`config.mk`:
```
export PLATFORM = sky130hd
export DESIGN_NAME = sltb_top
export DESIGN_NICKNAME = d
export VERILOG_FILES = /design/src/logic/sltb_top.v
export VERILOG_INCLUDE_DIRS = /design/src /design/src/logic
export SDC_FILE = /design/constraint.sdc
export NUM_CORES = 1
export LEC_CHECK = 0
export ABC_AREA = 1
export BUFFER_PORTS_ARGS = -buffer_cell sky130_fd_sc_hd__buf_4
export CAP_MARGIN = 10
export CORE_ASPECT_RATIO = 1.25
export CORE_MARGIN = 3
export CORE_UTILIZATION = 55
export DETAILED_ROUTE_END_ITERATION = 6
export PLACE_DENSITY_LB_ADDON = 0.15
export SLEW_MARGIN = 5
export SYNTH_ARGS = -nofsm -noshare
export SYNTH_HDL_FRONTEND = slang
export SYNTH_SLANG_ARGS = --single-unit
export TNS_END_PERCENT = 5
```
`constraint.sdc`:
```
create_clock -name i_clk -period 7.73 [get_ports i_clk]
set_input_delay 0.773 -clock i_clk [delete_from_list [all_inputs] [get_ports i_clk]]
set_output_delay 0.773 -clock i_clk [all_outputs]
set_load 0.05 [all_outputs]
```
`src/logic/sltb_defs.vh`:
```
`ifndef SLTB_DEFS_VH
`define SLTB_DEFS_VH

// ------------------------------------------------------------
// register indices (byte address is four times the index)
// ------------------------------------------------------------
`define SLTB_IDX_MISC_OPTION 8'h94
`define SLTB_IDX_INT_FLAGS 8'h95
`define SLTB_IDX_PIN_MODE_CTRL 8'hA6
`define SLTB_IDX_T2_RELOAD_LO 8'hCA
`define SLTB_IDX_T2_RELOAD_HI 8'hCB
`define SLTB_IDX_T2_COUNT_LO 8'hCC
`define SLTB_IDX_T2_COUNT_HI 8'hCD
`define SLTB_IDX_IRQ_STATUS 8'hE0
`define SLTB_IDX_IRQ_MASK 8'hE1
`define SLTB_IDX_AUX_CTRL 8'hF8

// ------------------------------------------------------------
// field positions
// ------------------------------------------------------------
`define SLTB_RATE_SEL_LO 0
`define SLTB_RATE_SEL_HI 1
`define SLTB_TB_FLAG_BIT 0
`define SLTB_T0_WAVE_EN_BIT 0
`define SLTB_T2_WAVE_EN_BIT 4
`define SLTB_TB_CLEAR_BIT 6
`define SLTB_EV_TB_BIT 0
`define SLTB_EV_T0_BIT 1
`define SLTB_EV_T2_BIT 2
`define SLTB_EV_NUM 3

// ------------------------------------------------------------
// reset values
// ------------------------------------------------------------
`define SLTB_RST_BYTE 8'h00
`define SLTB_RST_EV 3'h0

// ------------------------------------------------------------
// timing counts, in slow-clock cycles and overflow pulses
// ------------------------------------------------------------
`define SLTB_TB_PER_00 16'h8000
`define SLTB_TB_PER_01 16'h4000
`define SLTB_TB_PER_10 16'h2000
`define SLTB_TB_PER_11 16'h0080
`define SLTB_T0_DIV_HALF 6'h20
`define SLTB_T2_DIV_HALF 6'h01

`endif

```
`src/logic/sltb_top.v`:
```
// Operation
// - time base counts edges of the chosen slow clock, rc or crystal
// - rate code 00/01/10/11 gives 32768/16384/8192/128 slow cycles
// - each completed period sets the time-base flag, int_flags bit 0
// - entering the time-base service routine clears the flag
// - writing FEh to int_flags clears the time-base flag
// - tb_clear restarts the counter and drops back to 0 next cycle
// - first buzzer wave is timer0 overflow divided by 64
// - second buzzer wave is timer2 overflow divided by 2
// - t2_wave_en (pin mode bit 4) routes the timer2 wave to P1.0
// - t0_wave_en (pin mode bit 0) routes the timer0 wave to P3.4
// - timer2 count low and high bytes, read/write, reset to zero
// - timer2 reload low and high bytes, read/write, reset to zero
`include "sltb_defs.vh"

module sltb_top (
    input wire i_clk,
    input wire i_rst,
    input wire i_ce,
    // apb slave
    input wire i_psel,
    input wire i_penable,
    input wire i_pwrite,
    input wire [11:0] i_paddr,
    input wire [31:0] i_pwdata,
    output reg [31:0] o_prdata,
    output wire o_pready,
    output reg o_pslverr,
    // slow clock sources and selection
    input wire i_slow_rc_osc,
    input wire i_slow_crystal_osc,
    input wire i_slow_src_sel,
    // processor enters the time-base service routine
    input wire i_tb_isr_enter,
    // timer overflow pulses
    input wire i_t0_ovf,
    input wire i_t2_ovf,
    // buzzer pins
    output reg o_t0_wave_out,
    output wire o_t0_wave_en,
    output reg o_t2_wave_out,
    output wire o_t2_wave_en,
    // timer2 byte registers toward the timer2 core
    output wire [15:0] o_t2_count,
    output wire [15:0] o_t2_reload,
    // time-base flag and interrupt
    output wire o_tb_flag,
    output wire o_irq
);

    // ------------------------------------------------------------
    // functions
    // ------------------------------------------------------------

    // period length for a rate code
    function [15:0] sltb_period;
        input [1:0] sel;
        begin
            case (sel)
                2'b00: sltb_period = `SLTB_TB_PER_00;
                2'b01: sltb_period = `SLTB_TB_PER_01;
                2'b10: sltb_period = `SLTB_TB_PER_10;
                default: sltb_period = `SLTB_TB_PER_11;
            endcase
        end
    endfunction

    // word index of an address, or zero when misaligned or out of range
    function [8:0] sltb_decode;
        input [11:0] addr;
        begin
            if (addr[1:0] != 2'b00 || addr[11:10] != 2'b00) begin
                sltb_decode = 9'h000;
            end else begin
                sltb_decode = {1'b1, addr[9:2]};
            end
        end
    endfunction

    // write strobe for one register index; the int_flags, aux control and irq status writers share this decode
    function sltb_wr_hit;
        input go;
        input hit;
        input [7:0] idx;
        input [7:0] want;
        begin
            sltb_wr_hit = go & hit & (idx == want);
        end
    endfunction

    // ------------------------------------------------------------
    // state
    // ------------------------------------------------------------
    reg [7:0] misc_option;
    reg tb_flag;
    reg [7:0] pin_mode_ctrl;
    reg [7:0] t2_reload_lo;
    reg [7:0] t2_reload_hi;
    reg [7:0] t2_count_lo;
    reg [7:0] t2_count_hi;
    reg [7:0] aux_ctrl;
    reg [2:0] irq_status;
    reg [2:0] irq_mask;
    reg rd_ready;
    reg [15:0] tb_count;
    reg slow_prev;
    reg [5:0] t0_div;
    reg [5:0] t2_div;

    wire [8:0] dec;
    wire dec_hit;
    wire [7:0] dec_idx;
    wire setup_go;
    wire access_go;
    wire wr_go;
    wire slow_src;
    wire slow_edge;
    wire [15:0] tb_last;
    wire tb_done;
    wire tb_restart;
    wire t0_toggle;
    wire t2_toggle;
    wire [2:0] ev;
    wire wr_int_flags;
    wire wr_aux_ctrl;
    wire wr_irq_status;
    reg [31:0] next_prdata;
    reg next_pslverr;

    // ------------------------------------------------------------
    // apb handshake
    // ------------------------------------------------------------

    // zero wait states while i_ce is high; a low i_ce holds pready
    // low, so a master waits; if i_ce is low in the setup cycle, pready never rises
    // errors are judged in setup from the address alone; an errored
    // write changes nothing
    // unused data bits of every register read back as zero
    // data is fetched in setup, so access completes in its first cycle
    assign o_pready = rd_ready & i_ce;
    assign setup_go = i_psel & ~i_penable & i_ce;
    assign access_go = i_psel & i_penable & o_pready;
    assign wr_go = access_go & i_pwrite;
    assign dec = sltb_decode(i_paddr);
    assign dec_hit = dec[8];
    assign dec_idx = dec[7:0];

    // per-register write strobes, only on the completing access edge
    assign wr_int_flags = sltb_wr_hit(wr_go, dec_hit, dec_idx, `SLTB_IDX_INT_FLAGS);
    assign wr_aux_ctrl = sltb_wr_hit(wr_go, dec_hit, dec_idx, `SLTB_IDX_AUX_CTRL);
    assign wr_irq_status = sltb_wr_hit(wr_go, dec_hit, dec_idx, `SLTB_IDX_IRQ_STATUS);

    // every register is at most one byte wide, so upper data bits read zero
    // read mux and unmapped-address check
    always @* begin
        next_prdata = 32'h0000_0000;
        next_pslverr = 1'b0;
        if (!dec_hit) begin
            next_pslverr = 1'b1;
        end else begin
            case (dec_idx)
                `SLTB_IDX_MISC_OPTION: next_prdata[7:0] = misc_option;
                `SLTB_IDX_INT_FLAGS: next_prdata[`SLTB_TB_FLAG_BIT] = tb_flag;
                `SLTB_IDX_PIN_MODE_CTRL: next_prdata[7:0] = pin_mode_ctrl;
                `SLTB_IDX_T2_RELOAD_LO: next_prdata[7:0] = t2_reload_lo;
                `SLTB_IDX_T2_RELOAD_HI: next_prdata[7:0] = t2_reload_hi;
                `SLTB_IDX_T2_COUNT_LO: next_prdata[7:0] = t2_count_lo;
                `SLTB_IDX_T2_COUNT_HI: next_prdata[7:0] = t2_count_hi;
                `SLTB_IDX_IRQ_STATUS: next_prdata[2:0] = irq_status;
                `SLTB_IDX_IRQ_MASK: next_prdata[2:0] = irq_mask;
                `SLTB_IDX_AUX_CTRL: next_prdata[7:0] = aux_ctrl;
                default: next_pslverr = 1'b1;
            endcase
        end
    end

    // read data captured in setup; held through the access phase
    always @(posedge i_clk or posedge i_rst) begin
        if (i_rst) begin
            o_prdata <= 32'h0000_0000;
            o_pslverr <= 1'b0;
            rd_ready <= 1'b0;
        end else if (i_ce) begin
            if (setup_go) begin
                o_prdata <= i_pwrite ? 32'h0000_0000 : next_prdata;
                o_pslverr <= next_pslverr;
                rd_ready <= 1'b1;
            end else if (access_go) begin
                rd_ready <= 1'b0;
            end
        end
    end

    // ------------------------------------------------------------
    // plain read/write registers
    // ------------------------------------------------------------

    // timer2 bytes are plain storage here; the timer2 core loads them
    // an errored write stores nothing: dec_hit gates it out, or the default item holds irq_mask
    always @(posedge i_clk or posedge i_rst) begin
        if (i_rst) begin
            misc_option <= `SLTB_RST_BYTE;
            pin_mode_ctrl <= `SLTB_RST_BYTE;
            t2_reload_lo <= `SLTB_RST_BYTE;
            t2_reload_hi <= `SLTB_RST_BYTE;
            t2_count_lo <= `SLTB_RST_BYTE;
            t2_count_hi <= `SLTB_RST_BYTE;
            irq_mask <= `SLTB_RST_EV;
        end else if (i_ce && wr_go && dec_hit) begin
            case (dec_idx)
                `SLTB_IDX_MISC_OPTION: misc_option <= i_pwdata[7:0];
                `SLTB_IDX_PIN_MODE_CTRL: pin_mode_ctrl <= i_pwdata[7:0];
                `SLTB_IDX_T2_RELOAD_LO: t2_reload_lo <= i_pwdata[7:0];
                `SLTB_IDX_T2_RELOAD_HI: t2_reload_hi <= i_pwdata[7:0];
                `SLTB_IDX_T2_COUNT_LO: t2_count_lo <= i_pwdata[7:0];
                `SLTB_IDX_T2_COUNT_HI: t2_count_hi <= i_pwdata[7:0];
                `SLTB_IDX_IRQ_MASK: irq_mask <= i_pwdata[2:0];
                default: irq_mask <= irq_mask;
            endcase
        end
    end

    assign o_t2_count = {t2_count_hi, t2_count_lo};
    assign o_t2_reload = {t2_reload_hi, t2_reload_lo};

    // other aux bits are stored only; their functions live elsewhere
    // aux control; the clear bit only lives for one cycle
    always @(posedge i_clk or posedge i_rst) begin
        if (i_rst) begin
            aux_ctrl <= `SLTB_RST_BYTE;
        end else if (i_ce) begin
            if (wr_aux_ctrl) begin
                aux_ctrl <= i_pwdata[7:0];
            end else begin
                aux_ctrl[`SLTB_TB_CLEAR_BIT] <= 1'b0;
            end
        end
    end

    // ------------------------------------------------------------
    // time base
    // ------------------------------------------------------------

    // slow sources are levels sampled by i_clk, not clocks of their own:
    // one domain for count, flag, clear bit and bus, so no crossing
    // limitation: a slow clock near half of i_clk loses edges
    // only rising edges advance the count; a stuck-high source
    // freezes the period instead of running it on
    // the rate field is read live, never latched at period start
    // switching source mid-period may add one spurious edge; harmless
    assign slow_src = i_slow_src_sel ? i_slow_crystal_osc : i_slow_rc_osc;
    assign slow_edge = slow_src & ~slow_prev;
    assign tb_last = sltb_period(misc_option[`SLTB_RATE_SEL_HI:`SLTB_RATE_SEL_LO]) - 16'h0001;
    assign tb_restart = aux_ctrl[`SLTB_TB_CLEAR_BIT];
    // a shorter rate picked mid-count wraps at once, not after 64k edges
    assign tb_done = slow_edge & ~tb_restart & (tb_count >= tb_last);

    always @(posedge i_clk or posedge i_rst) begin
        if (i_rst) begin
            slow_prev <= 1'b0;
            tb_count <= 16'h0000;
        end else if (i_ce) begin
            slow_prev <= slow_src;
            if (tb_restart) begin
                tb_count <= 16'h0000;
            end else if (tb_done) begin
                tb_count <= 16'h0000;
            end else if (slow_edge) begin
                tb_count <= tb_count + 16'h0001;
            end
        end
    end

    // priority: period end, then service entry, then a bus write;
    // a lost period end would stretch the next interval to two
    // flag: a period end beats a clear in the same cycle
    always @(posedge i_clk or posedge i_rst) begin
        if (i_rst) begin
            tb_flag <= 1'b0;
        end else if (i_ce) begin
            if (tb_done) begin
                tb_flag <= 1'b1;
            end else if (i_tb_isr_enter) begin
                tb_flag <= 1'b0;
            end else if (wr_int_flags) begin
                tb_flag <= i_pwdata[`SLTB_TB_FLAG_BIT];
            end
        end
    end

    assign o_tb_flag = tb_flag;

    // ------------------------------------------------------------
    // buzzer dividers
    // ------------------------------------------------------------
    assign o_t0_wave_en = pin_mode_ctrl[`SLTB_T0_WAVE_EN_BIT];
    assign o_t2_wave_en = pin_mode_ctrl[`SLTB_T2_WAVE_EN_BIT];
    assign t0_toggle = o_t0_wave_en & i_t0_ovf & (t0_div == `SLTB_T0_DIV_HALF - 6'h01);
    assign t2_toggle = o_t2_wave_en & i_t2_ovf & (t2_div == `SLTB_T2_DIV_HALF - 6'h01);

    // both dividers count overflow pulses, never clock cycles
    // the timer cores outside own the reload speed, so the wave
    // frequency follows whatever reload software programs
    // disabling rewinds a divider: a re-enabled wave starts low
    // and always gives a full half period before its first rise
    // one overflow per cycle at most; a faster burst
    // would be seen as a single pulse
    // toggling every half period of overflows keeps a 50% square wave
    always @(posedge i_clk or posedge i_rst) begin
        if (i_rst) begin
            t0_div <= 6'h00;
            o_t0_wave_out <= 1'b0;
        end else if (i_ce) begin
            if (!o_t0_wave_en) begin
                t0_div <= 6'h00;
                o_t0_wave_out <= 1'b0;
            end else if (t0_toggle) begin
                t0_div <= 6'h00;
                o_t0_wave_out <= ~o_t0_wave_out;
            end else if (i_t0_ovf) begin
                t0_div <= t0_div + 6'h01;
            end
        end
    end

    always @(posedge i_clk or posedge i_rst) begin
        if (i_rst) begin
            t2_div <= 6'h00;
            o_t2_wave_out <= 1'b0;
        end else if (i_ce) begin
            if (!o_t2_wave_en) begin
                t2_div <= 6'h00;
                o_t2_wave_out <= 1'b0;
            end else if (t2_toggle) begin
                t2_div <= 6'h00;
                o_t2_wave_out <= ~o_t2_wave_out;
            end else if (i_t2_ovf) begin
                t2_div <= t2_div + 6'h01;
            end
        end
    end

    // ------------------------------------------------------------
    // interrupt status and mask
    // ------------------------------------------------------------

    // own status and mask pair beside the time-base flag, so buzzer
    // edges can wake software without polling the pins
    // the time-base flag keeps its own clear paths; clearing the
    // status bit here leaves it untouched, and the other way round
    // one level output: high while any unmasked status bit is set
    // events: period end, and rising edges of each buzzer wave
    assign ev = {t2_toggle & ~o_t2_wave_out, t0_toggle & ~o_t0_wave_out, tb_done};

    // write one to clear; a new event in the same cycle survives
    always @(posedge i_clk or posedge i_rst) begin
        if (i_rst) begin
            irq_status <= `SLTB_RST_EV;
        end else if (i_ce) begin
            if (wr_irq_status) begin
                irq_status <= (irq_status & ~i_pwdata[2:0]) | ev;
            end else begin
                irq_status <= irq_status | ev;
            end
        end
    end

    assign o_irq = |(irq_status & irq_mask);

endmodule

```
==> results.txt <==
----------------------------------------------------
[Synth]
  Combinational family with the most area after synthesis ... simple AND/OR/NAND/NOR gates
  Syn Area/Cell ... 7.70 sq um
  Number of standard cells after synthesis ... 745
  Top cell type's share of synthesized area ... 45.4%
  Complex-gate fraction of the synthesized area ... around an eighth
  Register bit count reported by yosys ... about 100
  Library cell occupying the most area in the post-synthesis netlist ... sky130_fd_sc_hd__dfrtp_1
  Adder and majority cell fraction of the synthesized area ... 1.53%
  Area fraction in and, or, nand and nor cells after synthesis ... 29.9%
  Largest cells by area after synthesis ... sky130_fd_sc_hd__dfrtp_1, sky130_fd_sc_hd__nand2_1, sky130_fd_sc_hd__o21ai_0
  Netlist area before placement ... about 5700 sq um
  Yosys Warn Count ... 0
  Sequential area share after synthesis ... 45.4%
  Proportion of synthesized area in mux cells ... 0%
  Number of distinct library cell variants in the gate-level netlist after synthesis ... 38
  Area share of xor/xnor cells in the synthesized design ... 0.916%

[Finish]
  Share of the core filled with cells ... roughly two thirds
  Ratio of cells with drive above 1 in the final layout ... 15.5%
  Synthesis-to-layout area growth ... 15.5%
  Diodes inserted ... 0
  Count of non-filler cells in the finished layout ... between 900 and 1000
  Total of fill cells in the finished design ... 863
  Most frequent standard cell in the layout excluding fill and tap cells ... sky130_fd_sc_hd__nand2_1
  Nets ... 883
  Most frequent cells in the layout ... sky130_fd_sc_hd__nand2_1, sky130_fd_sc_hd__dfrtp_1, sky130_fd_sc_hd__o21ai_0

[Floorplanning]
  Area enclosed by the die boundary ... 11700 sq um
  Die H ... around 120 um
  Row Count ... ~40
  Initial core utilization ... 56.5%
  Number of top-level pins ... roughly 130
  Core area ... 10200 sq um
  Die outline width ... 97.3 um

[STA]
  Period Utilization, post-route ... between 30% and 40%
  Transition time at the pin with the least slew margin ... around 1.1 ns
  Minimum clock period ... 2.85 ns
  Worst rel slew slack ... 29.5%
  Worst clock skew ... 0.00687 ns
  Count of endpoints failing hold in the final timing report ... 0
  Post-route setup TNS ... 0 ns
  Number of endpoints failing setup at the final stage ... 0
  Unrepaired setup endpoints after global routing ... false
  Max Fclk ... 351 MHz
  Number of max-slew violations in the final report ... 0
  Final Worst Setup Slack ... 4.88 ns

[Route]
  Residual DRC ... 0
  Post-DR wirelength/cell ... 14.6 um
  Starting DRC count in detailed routing ... 328
  DR pass1 iterations ... 5
  Final ANT Viol Nets ... 0
  Final routed wirelength across all metal layers ... 13900 um
  Via density per instance ... 5.47
  Total vias in the final route ... between 5000 and 6000

[CTS]
  Total setup buffers inserted after CTS ... 0
  Maximum level of the CTS H-tree ... 3
  Insertion delay of the later-clocked pin in the worst-skew pair ... approximately 0.34 ns
  Clock input transition at the sequential cells of the worst setup and hold paths ... 0.07 ns
  Buffer levels on the longest clock path ... 2
  Number of buffers created by CTS ... 9
  CTS tree ... done
  Hold-fix buffer count after cts ... 0
  Clock sinks ... 104
  Post-cts sizing count ... 0
  Cell at the root of the clock tree ... sky130_fd_sc_hd__clkbuf_16

[Setup path]
  Worst Path Arrival ... between 3 and 4 ns
  Reg-to-reg critical path startpoint ... misc_option[1]
  Highest net fanout along the worst path ... 15
  Endpoint class of the critical path ... flop
  Required time of the worst setup path ... between 8 and 9 ns
  Critical Path Start Type ... input pin
  Critical path startpoint ... i_paddr[11]
  WS Path Type ... input pin to flop

[Worst hold path]
  Class of the tightest hold or removal check ... input pin to async pin

[Placement]
  Placed Instances ... 938
  Number of input and output port buffers inserted ... 79
  Post-placement setup slack ... 4.61 ns
  Gp weighted congestion ... between 0.9 and 1
  DPL Wire Length ... 10300 um

[Run]
  Total of max-cap violations ... 0

[Global routing]
  Combined global-route utilization of all metal layers ... between 20% and 30%
  Pin count of the biggest net entering global routing ... 86
  Number of antenna violations at the first check in global routing ... 0
  Number of global-route vias before repair ... 4930
  Global-route wire length before repair ... 23200 um
  Remaining global-route overflow ... 0

[Pwr]
  Power per Cell Area ... roughly 180 nW/um^2
  P_leak ... 3.43 nW
  Max rail drop VDD ... 0.000186 V
  Pwr Total ... 1.21 mW

[Outcome]
  Result of the run ... finished clean

----------------------------------------------------
==> final cells by class <==
cell class | count | area (sq um) | share of cell area, %
multi-input cells | 547 | 2650 | 40.0
clock inverters | 6 | 72.6 | 1.10
flip-flops and latches | 104 | 2600 | 39.3
clock buffers | 10 | 239 | 3.61
repair buffers | 81 | 608 | 9.18
well taps | 129 | 161 | 2.44
inverters | 77 | 292 | 4.40
==> kinds of logic after synthesis <==
group                    count (synthesis)
AO/OA/AOI/OAI                          129
buffers and inverters                  117
other                                    2
flip-flops                             104
adder cells (fa/ha/maj)                  7
XOR/XNOR                                 6
AND/OR/NAND/NOR                        380
==> registers in the layout, summed over array words and instances (netlist names), 3 cells and up <==
| name | cells |
|---|---|
| t2_reload_lo | 8 |
| t0_div | 6 |
| t2_count_lo | 8 |
| pin_mode_ctrl | 8 |
| tb_count | 16 |
| irq_status | 3 |
| aux_ctrl | 8 |
| o_prdata | 8 |
| irq_mask | 3 |
| t2_count_hi | 8 |
| t2_reload_hi | 8 |
| t2_div | 6 |
| misc_option | 8 |
==> Yosys cell counts <==
cell                         n
sky130_fd_sc_hd__a21boi_0    1
sky130_fd_sc_hd__o211ai_1    2
sky130_fd_sc_hd__buf_6       3
sky130_fd_sc_hd__nand4_1    17
sky130_fd_sc_hd__o21ai_0    88
sky130_fd_sc_hd__a21oi_1    23
sky130_fd_sc_hd__buf_8       1
sky130_fd_sc_hd__and3_1      3
sky130_fd_sc_hd__buf_4      24
sky130_fd_sc_hd__nand3b_1    3
sky130_fd_sc_hd__o21bai_1    1
sky130_fd_sc_hd__nor4_1      2
sky130_fd_sc_hd__nand3_4     2
sky130_fd_sc_hd__nand2_2     2
sky130_fd_sc_hd__conb_1      2
sky130_fd_sc_hd__nor3b_1     2
sky130_fd_sc_hd__xnor2_1     4
sky130_fd_sc_hd__nor2_1     56
sky130_fd_sc_hd__nor3_4      1
sky130_fd_sc_hd__nand2_1   200
sky130_fd_sc_hd__nand2_4     5
sky130_fd_sc_hd__a21boi_2    1
sky130_fd_sc_hd__o21ai_1     1
sky130_fd_sc_hd__inv_2       4
sky130_fd_sc_hd__nor3_1     14
sky130_fd_sc_hd__o22ai_1     3
sky130_fd_sc_hd__inv_1      73
sky130_fd_sc_hd__or2_2       2
sky130_fd_sc_hd__buf_2       7
sky130_fd_sc_hd__ha_1        7
sky130_fd_sc_hd__o21ai_2     8
sky130_fd_sc_hd__clkbuf_1    5
sky130_fd_sc_hd__nand4_4     1
sky130_fd_sc_hd__dfrtp_1   104
sky130_fd_sc_hd__xor2_1      2
sky130_fd_sc_hd__nand3_1    66
sky130_fd_sc_hd__nor2_2      4
sky130_fd_sc_hd__a22oi_1     1
==> path summary, 6_finish.rpt <==
path | depth (start not counted) | slack [ns] | end
worst min register to register | 2 | 0.48 | o_prdata[2]
worst min-delay path | 2 | 0.36 | t2_div[5]
worst max-delay path | 12 | 4.88 | o_prdata[7]
worst max register to register | 13 | 5.28 | tb_count[2]
min in group i_clk | 2 | 0.48 | o_prdata[2]
max in group asynchronous | 3 | 6.05 | t2_reload_lo[2]
==> worst max-delay path, cell delays in order <==
cell and delay [ns]:
sky130_fd_sc_hd__buf_4 0.11, sky130_fd_sc_hd__nor2_2 0.47, sky130_fd_sc_hd__nand3b_1 0.16, sky130_fd_sc_hd__nor2_1 0.65, sky130_fd_sc_hd__nand3_1 0.29, sky130_fd_sc_hd__inv_2 0.23
sky130_fd_sc_hd__nand2_1 0.07, sky130_fd_sc_hd__o21ai_0 0.08, sky130_fd_sc_hd__nor2_1 0.08, sky130_fd_sc_hd__nand2_1 0.09, sky130_fd_sc_hd__nand2_1 0.05, sky130_fd_sc_hd__nand2_1 0.06
==> report_power, final <==
part	internal [mW]	switching, mW
sequential	0.568	0.0214
combinational	0.0411	0.103
clock	0.265	0.208
total	0.874	0.332
==> layer usage <==
| layer | GRT usage (%) | part of all wire [%] |
|---|---|---|
| met3 | 4.27 | 5.5 |
| met4 | 9.09 | 2.6 |
| met1 | 30.1 | 41 |
| met5 | 0 | 0 |
| met2 | 42.9 | 51 |
==> per-stage QoR <==
step | area [sq um] | hold slack, ns
after detailed placement | 6310 | 0.470
after global routing | 6620 | 0.368
after global placement | 6310 | 0.463
final | 6620 | 0.365
after floorplan | 5820 | 0.450
after CTS | 6620 | 0.370
Note: power is estimated with default switching activity, not from simulation.
